===== src/ctc_pkg.sv =====
// What this block does
// Gated mode: conversion length comes from the external gate pin.
// Window count enable set: count internal clocks in window, readable.
// Window clock counter holds counts up to 24 bits.
// Window count enable set in gated mode: temperature values also produced.
// Enable clear in gated mode: no counting, no temperature, result invalid; code still writes the result and sets done.
// Prescaler enable: 0 bypasses divider, 1 applies it.
// Prescaler exponent ignored unless prescaler enable is 1.
// Exponent field bits 2:0 divides by two to the power one plus field.
// Divider extends range of 16-bit results at reduced resolution.
// Result counter overflow sets the result overflow flag.
// Host should enable divider for long times and gated mode.
// Gated mode selected by measurement mode code 11.
// Gated conversion ends after programmed further falling gate edges.
// Bits 7, 5, 4 of config_two reserved: read zero, writes ignored.
package ctc_pkg;
  localparam logic [3:0] CTC_ADDR_CONFIG_TWO = 4'h7;
  localparam logic [3:0] CTC_ADDR_MODE = 4'h8;
  localparam logic [3:0] CTC_ADDR_EDGES = 4'h9;
  localparam logic [3:0] CTC_ADDR_COUNT = 4'hA;
  localparam logic [3:0] CTC_ADDR_RESULT = 4'hB;
  localparam logic [3:0] CTC_ADDR_TEMP = 4'hC;
  localparam logic [3:0] CTC_ADDR_STATUS = 4'hD;
  localparam logic [3:0] CTC_ADDR_MASK = 4'hE;
  localparam int CTC_BIT_WCE = 6;
  localparam int CTC_BIT_PSE = 3;
  localparam int CTC_DIV_HI = 2;
  localparam logic [7:0] CTC_CFG2_WMASK = 8'h4F;
  localparam logic [7:0] CTC_CFG2_RESET = 8'h40;
  localparam logic [1:0] CTC_MODE_RESET = 2'h1;
  localparam logic [1:0] CTC_MODE_GATED = 2'h3;
  localparam logic [7:0] CTC_EDGES_RESET = 8'h01;
  localparam int CTC_CNT_W = 24;
  localparam int CTC_RES_W = 16;
  localparam int CTC_ST_DONE = 0;
  localparam int CTC_ST_OVF = 1;
  localparam int CTC_ST_TVALID = 2;
  localparam logic [2:0] CTC_ST_RESET = 3'h0;
  localparam logic [2:0] CTC_MASK_RESET = 3'h0;
  typedef enum logic [1:0] {
    CTC_IDLE = 2'b00,
    CTC_ARM = 2'b01,
    CTC_RUN = 2'b10
  } ctc_state_t;
endpackage


===== src/ctc_gate_if.sv =====
`timescale 1ns/10ps
`default_nettype none
interface ctc_gate_if;
  logic fall;
  modport src (output fall);
  modport dst (input fall);
endinterface
`default_nettype wire


===== src/ctc_gate_sync.sv =====
`timescale 1ns/10ps
`default_nettype none
module ctc_gate_sync
  import ctc_pkg::*;
(
  // Clock and reset
  input wire logic mclk,
  input wire logic rst_n,
  // Pin
  input wire logic pin,
  // Edge event
  ctc_gate_if.src ev
);
  typedef struct packed {
    logic s1;
    logic s2;
    logic s3;
  } ctc_sync_t;
  ctc_sync_t q, next_q;
  always_comb begin
    next_q = q;
    next_q.s1 = pin;
    next_q.s2 = q.s1;
    next_q.s3 = q.s2;
  end
  always_ff @(posedge mclk) begin
    if (!rst_n) begin
      q <= '{s1: 1'b1, s2: 1'b1, s3: 1'b1};
    end else begin
      q <= next_q;
    end
  end
  assign ev.fall = q.s3 & ~q.s2;
endmodule
`default_nettype wire


===== src/ctc_top.sv =====
`timescale 1ns/10ps
`default_nettype none
module ctc_top
  import ctc_pkg::*;
(
  // Clock and reset
  input wire logic mclk,
  input wire logic rst_n,
  // Wishbone slave
  input wire logic wb_cyc_i,
  input wire logic wb_stb_i,
  input wire logic wb_we_i,
  input wire logic [5:0] wb_adr_i,
  input wire logic [3:0] wb_sel_i,
  input wire logic [31:0] wb_dat_i,
  output logic [31:0] wb_dat_o,
  output logic wb_ack_o,
  output logic wb_err_o,
  // Sensor side
  input wire logic external_gate_pin,
  input wire logic [15:0] temp_sample,
  output logic temp_measure_en,
  output logic conv_active,
  // Interrupt
  output logic irq
);
  typedef struct packed {
    logic [7:0] config_two;
    logic [1:0] measure_mode_select;
    logic [7:0] edges;
    ctc_state_t st;
    logic [7:0] edge_left;
    logic [CTC_CNT_W-1:0] cnt;
    logic [CTC_CNT_W-1:0] clock_count_result;
    logic [CTC_CNT_W:0] res_acc;
    logic [CTC_RES_W-1:0] result;
    logic [CTC_RES_W-1:0] temp;
    logic [2:0] status;
    logic [2:0] mask;
    logic ack;
    logic err;
    logic [31:0] rdata;
  } ctc_regs_t;

  ctc_regs_t q, next_q;
  ctc_gate_if gate();

  ctc_gate_sync ctc_gate_sync_i (
    .mclk(mclk),
    .rst_n(rst_n),
    .pin(external_gate_pin),
    .ev(gate.src)
  );

  logic req;
  logic wr;
  logic [3:0] idx;
  logic gated;
  logic wce;
  logic div_on;
  logic [3:0] shift;
  logic [CTC_CNT_W:0] scaled;
  logic ovf_ev;
  logic done_ev;
  logic tv_ev;
  logic [2:0] st_set;
  logic [2:0] w1c;
  logic [7:0] wbyte;

  assign req = wb_cyc_i & wb_stb_i & ~q.ack & ~q.err;
  assign wr = req & wb_we_i & wb_sel_i[0];
  assign idx = wb_adr_i[5:2];
  assign wbyte = wb_dat_i[7:0];
  assign gated = (q.measure_mode_select == CTC_MODE_GATED);
  assign wce = q.config_two[CTC_BIT_WCE];
  assign div_on = q.config_two[CTC_BIT_PSE];
  // Exponent only counts when divider on
  assign shift = div_on ? ({1'b0, q.config_two[CTC_DIV_HI:0]} + 4'h1)
                        : 4'h0;
  assign scaled = q.res_acc >> shift;

  always_comb begin
    next_q = q;
    ovf_ev = 1'b0;
    done_ev = 1'b0;
    tv_ev = 1'b0;
    w1c = 3'h0;
    next_q.ack = req & ~wb_err_o;
    next_q.err = 1'b0;
    next_q.rdata = 32'h0000_0000;
    if (req) begin
      case (idx)
        CTC_ADDR_CONFIG_TWO: begin
          next_q.rdata = {24'h00_0000, q.config_two};
          if (wr) begin
            next_q.config_two = wbyte & CTC_CFG2_WMASK;
          end
        end
        CTC_ADDR_MODE: begin
          next_q.rdata = {30'h0, q.measure_mode_select};
          if (wr) begin
            next_q.measure_mode_select = wbyte[1:0];
          end
        end
        CTC_ADDR_EDGES: begin
          next_q.rdata = {24'h00_0000, q.edges};
          if (wr) begin
            next_q.edges = (wbyte == 8'h00) ? CTC_EDGES_RESET : wbyte;
          end
        end
        CTC_ADDR_COUNT: begin
          next_q.rdata = {8'h00, q.clock_count_result};
        end
        CTC_ADDR_RESULT: begin
          next_q.rdata = {16'h0000, q.result};
        end
        CTC_ADDR_TEMP: begin
          next_q.rdata = {16'h0000, q.temp};
        end
        CTC_ADDR_STATUS: begin
          next_q.rdata = {29'h0, q.status};
          if (wr) begin
            w1c = wbyte[2:0];
          end
        end
        CTC_ADDR_MASK: begin
          next_q.rdata = {29'h0, q.mask};
          if (wr) begin
            next_q.mask = wbyte[2:0];
          end
        end
        default: begin
          next_q.ack = 1'b0;
          next_q.err = 1'b1;
        end
      endcase
    end

    case (q.st)
      CTC_IDLE: begin
        if (gated && gate.fall) begin
          next_q.st = CTC_RUN;
          next_q.edge_left = q.edges;
          // First clock of the window counts at the start edge
          next_q.cnt = {{(CTC_CNT_W-1){1'b0}}, wce};
          next_q.res_acc = {{CTC_CNT_W{1'b0}}, 1'b1};
        end
      end
      CTC_RUN: begin
        // Window clock count only when enabled
        if (wce && q.cnt != {CTC_CNT_W{1'b1}}) begin
          next_q.cnt = q.cnt + 24'h00_0001;
        end
        if (q.res_acc[CTC_CNT_W] == 1'b0) begin
          next_q.res_acc = q.res_acc + 25'h000_0001;
        end
        if (!gated) begin
          next_q.st = CTC_IDLE;
        end else if (gate.fall) begin
          if (q.edge_left <= 8'h01) begin
            next_q.st = CTC_IDLE;
            done_ev = 1'b1;
          end else begin
            next_q.edge_left = q.edge_left - 8'h01;
          end
        end
      end
      default: begin
        next_q.st = CTC_IDLE;
      end
    endcase

    if (done_ev) begin
      if (scaled[CTC_CNT_W:CTC_RES_W] != '0) begin
        ovf_ev = 1'b1;
        next_q.result = {CTC_RES_W{1'b1}};
      end else begin
        next_q.result = scaled[CTC_RES_W-1:0];
      end
      if (wce) begin
        next_q.clock_count_result = q.cnt;
        next_q.temp = temp_sample;
        tv_ev = 1'b1;
      end
    end

    st_set = 3'h0;
    st_set[CTC_ST_DONE] = done_ev;
    st_set[CTC_ST_OVF] = ovf_ev;
    st_set[CTC_ST_TVALID] = tv_ev;
    // Set wins over clear
    next_q.status = (q.status & ~w1c) | st_set;
    // Temperature invalid when counting off in gated mode
    if (gated && !wce) begin
      next_q.status[CTC_ST_TVALID] = 1'b0;
    end
  end

  always_ff @(posedge mclk) begin
    if (!rst_n) begin
      q <= '0;
      q.config_two <= CTC_CFG2_RESET;
      q.measure_mode_select <= CTC_MODE_RESET;
      q.edges <= CTC_EDGES_RESET;
      q.st <= CTC_IDLE;
      q.status <= CTC_ST_RESET;
      q.mask <= CTC_MASK_RESET;
    end else begin
      q <= next_q;
    end
  end

  assign wb_dat_o = q.rdata;
  assign wb_ack_o = q.ack;
  assign wb_err_o = q.err;
  assign temp_measure_en = (q.st == CTC_RUN) & wce;
  assign conv_active = (q.st == CTC_RUN);
  assign irq = |(q.status & q.mask);
endmodule
`default_nettype wire


===== config.mk =====
export PLATFORM = sky130hd
export DESIGN_NAME = ctc_top
export DESIGN_NICKNAME = d
export VERILOG_FILES = /design/src/ctc_pkg.sv /design/src/ctc_gate_if.sv /design/src/ctc_gate_sync.sv /design/src/ctc_top.sv
export SDC_FILE = /design/constraint.sdc
export NUM_CORES = 1
export LEC_CHECK = 0
export BUFFER_PORTS_ARGS = -buffer_cell sky130_fd_sc_hd__buf_2
export CAP_MARGIN = 0
export CELL_PAD_IN_SITES_DETAIL_PLACEMENT = 1
export CELL_PAD_IN_SITES_GLOBAL_PLACEMENT = 1
export CORE_MARGIN = 3
export CORE_UTILIZATION = 44
export DETAILED_ROUTE_END_ITERATION = 8
export GPL_TIMING_DRIVEN = 0
export PLACE_DENSITY_LB_ADDON = 0.12
export SLEW_MARGIN = 25
export SYNTH_ARGS = -nofsm -noshare
export SYNTH_HDL_FRONTEND = slang
export SYNTH_SLANG_ARGS = --single-unit

===== constraint.sdc =====
create_clock -name mclk -period 2.8 [get_ports mclk]
set_input_delay 0.28 -clock mclk [delete_from_list [all_inputs] [get_ports mclk]]
set_output_delay 0.28 -clock mclk [all_outputs]
set_load 0.02 [all_outputs]

==> impl_metrics.json <==
{
  "status": "complete, no violations",
  "synth_commonest_cells": "dfxtp_1, nand2_1, nor2_1, a21oi_1, mux2i_1",
  "finalPower_mw": 4.86,
  "yosysTopAreaCell": "dfxtp_1",
  "routed-wl-met3_mm": 1.60,
  "ys.flop_type": "dfxtp_1",
  "hpwl_mm": 21.1,
  "die_y_um": 144,
  "finalSetupTns_ps": 0,
  "vias": 7762,
  "rr_endpoint": "q[58]",
  "first_pass_iters": 7,
  "synth.avg_cell_area_um2": 8.57,
  "area_growth_pct": 14.5,
  "dr_wl_met2_mm": 12.2,
  "nets": 1134,
  "maxCapViolCount": 0,
  "cts.sinks": 164,
  "place_ws_ps": -141,
  "cp_num_buf_inv": 2,
  "cp_data_required_time_ps": 3120,
  "insertion_delay_ps": 430,
  "grt_use_total": 0.273,
  "r2r_slack_ps": 100,
  "crit_slowest_cell": "ha_1",
  "h-tree-depth": 4,
  "syn_inst": 978,
  "core_area_um2": 18300,
  "synthDistinctLibCells": 72,
  "synth_top_area_frac": 0.392,
  "antenna_found_initial": 0,
  "wire_per_inst_um": 21.3,
  "layout_min_cycle_time_ps": 2700,
  "postRouteAntennaNets": 0,
  "die_w_um": 144,
  "slew_headroom": 0.349,
  "crit_path_max_fanout": 10,
  "crit_family": "multiplexers",
  "final-max-slew-violation-count": 0,
  "drive_gt1_frac": 0.165,
  "rsz0062_at_grt": "false",
  "reg2reg_from": "q[166]",
  "worstSetupStartpointType": "register",
  "clock.fmax_mhz": 370,
  "p_leak_nw": 3.54,
  "drt_iter0_drc": 695,
  "finalHoldViolations": 0,
  "netlist_area_um2": 8380,
  "synthArstFlopShare": 0,
  "cpPeakStageDelay_ps": 460,
  "start_util": 0.457,
  "drc": 0,
  "crit_top_cell": "buf_2",
  "ios": 101,
  "cp_cell_sequence": "ha_1 -> and2_2 -> buf_2 -> buf_2 -> mux4_2 -> mux2i_1 -> a21o_1 -> a21oi_1",
  "holdCritStartpoint": "external_gate_pin",
  "cts_tree": "done",
  "synth_seq_cells": 164,
  "finalClockSkew_ps": 10.3,
  "worstHoldPathType": "in2reg",
  "synth.area.top_cells": "dfxtp_1, mux2i_1, nand2_1, a21oi_1, nor2_1",
  "n_antenna_cell": 0,
  "crit_type": "reg2reg",
  "placementRows": 49,
  "clock-root-buffer": "clkbuf_16",
  "totalWireLength_mm": 27.9,
  "path_clk_slew_ps": 70,
  "top_layer": "met4",
  "n_fill_cell": 2248,
  "place_congestion": 0.848,
  "worst_slew_pin_slew_ps": 969,
  "min_to": "ctc_gate_sync_i.next_q[1]",
  "irDropWorstVdd_uv": 458,
  "portBuffers": 60,
  "cp.arrival_ps": 3030,
  "routed_via_density": 5.94,
  "synth_edf_count": 0,
  "setup_viol": 0,
  "grt_pass1_vias": 7827,
  "p_per_area_nw_per_um2": 507,
  "end_kind": "register",
  "m1WireLength_mm": 13.6,
  "cts_hold_buf": 0,
  "finalCritPeriodShare": 0.966,
  "grt_pass1_wl_mm": 43.8,
  "r2r_cells": 8,
  "grt_overflow": 0,
  "grt_max_degree": 18,
  "cts_buffer_depth": 2,
  "seq_area_frac_synth": 0.392,
  "dieArea_um2": 20700,
  "yosysWarnings": 0,
  "yosysMostFrequentCell": "dfxtp_1",
  "setup_ws_ps": 95.6,
  "worstHoldPathCells": 2,
  "cts_buffers": 17
}
## layout by cell type (no fill, tap or decap), drive strengths merged, types with 4 or more instances in the layout
cell type,n
xor2,23
and4,8
nand2b,11
a21o,6
o211ai,13
o21ai,33
a31oi,7
o31ai,6
inv,23
buf,102
a222oi,14
o2111ai,10
and2,14
a221oi,4
mux4,10
clkbuf,73
conb,8
nand2,122
a211oi,5
or3,5
and3,13
mux2,9
nor2b,6
nand3,32
nor4,5
nand3b,4
mux2i,61
nand4,15
nor2,109
nor3,14
a22o,6
a22oi,10
o221ai,9
a21oi,85
dfxtp,164
ha,5
## worst reg2reg max path, delay by kind of cell (launching register included)
family,cells,cell delay [ps]
buffers and inverters,2,610
AO/OA/AOI/OAI,2,200
adder cells (fa/ha/maj),1,460
multiplexers,2,710
flip-flops,1,390
AND/OR/NAND/NOR,1,210
## area by class of cell
type / count / area, um^2 / share of cell area
flip-flops and latches: 164 / 3280 / 0.342
repair buffers: 61 / 308 / 0.0321
multi-input cells: 709 / 4490 / 0.469
well taps: 229 / 287 / 0.0299
clock inverters: 14 / 159 / 0.0166
plain buffers: 97 / 577 / 0.0601
clock buffers: 18 / 429 / 0.0447
inverters: 15 / 56.3 / 0.00587
## worst max-delay path by stage
stage               startpoint     to  slack, ps  cells past startpoint
detailed placement      q[166]  q[66]       -140                      8
global placement        q[166]  q[67]       -120                      8
floorplan               q[165]  q[62]        410                      8
finish                  q[166]  q[58]        100                      8
CTS                     q[166]  q[58]        140                      8
global route            q[166]  q[58]        0.2                      8
## flip-flops by register name (all words and copies together), names as in the netlist
signal,count
q,134
ctc_gate_sync_i.q,1
ctc_gate_sync_i.next_q,2
div_on,1
wb_dat_o,24
wb_ack_o,1
wb_err_o,1
## kinds of logic (layout without fill, tap and decap cells)
family                     count (synthesis)  count (layout)  share of synthesized area
xor gates and xnor gates                  24              24                     0.0260
adders and majority gates                  5               5                    0.00747
and+or+nand+nor                          366             366                      0.209
muxes                                     80              80                      0.112
buffers and inverters                    112             205                     0.0756
other                                      1               8                   0.000448
DFF                                      164             164                      0.392
AOI/OAI and AO/OA                        226             226                      0.177
## power breakdown
group	total, mW	switching [mW]	internal (mW)
clock network	2.36	1.09	1.27
logic	0.162	0.115	0.0467
registers	2.34	0.00234	2.33
total	4.86	1.21	3.65
## what timing repair did
item / in CTS / in global routing
buffers inserted: 1 / 0
gates resized for setup: 0 / 2
pin swaps: 1 / 0
endpoints found under the setup margin: 12 / 12
## routing by layer
metal,track usage,vias to the layer above
li1,-,3657
met1,0.410,3787
met2,0.413,281
met3,0.0337,37
met4,0.0783,0
met5,0,-
## through the flow
stage / hold WS [ps] / utilization / cells / cell area [um^2]
after floorplan: 381 / - / 985 / 8400
final: 32.6 / 0.523 / 1307 / 9590
after global placement: 412 / 0.490 / 1274 / 8990
after global routing: 31.1 / 0.523 / 1307 / 9590
after CTS: 23.4 / 0.523 / 1307 / 9590
after detailed placement: 413 / 0.490 / 1274 / 8990
Power figures use the tool's default switching activity.
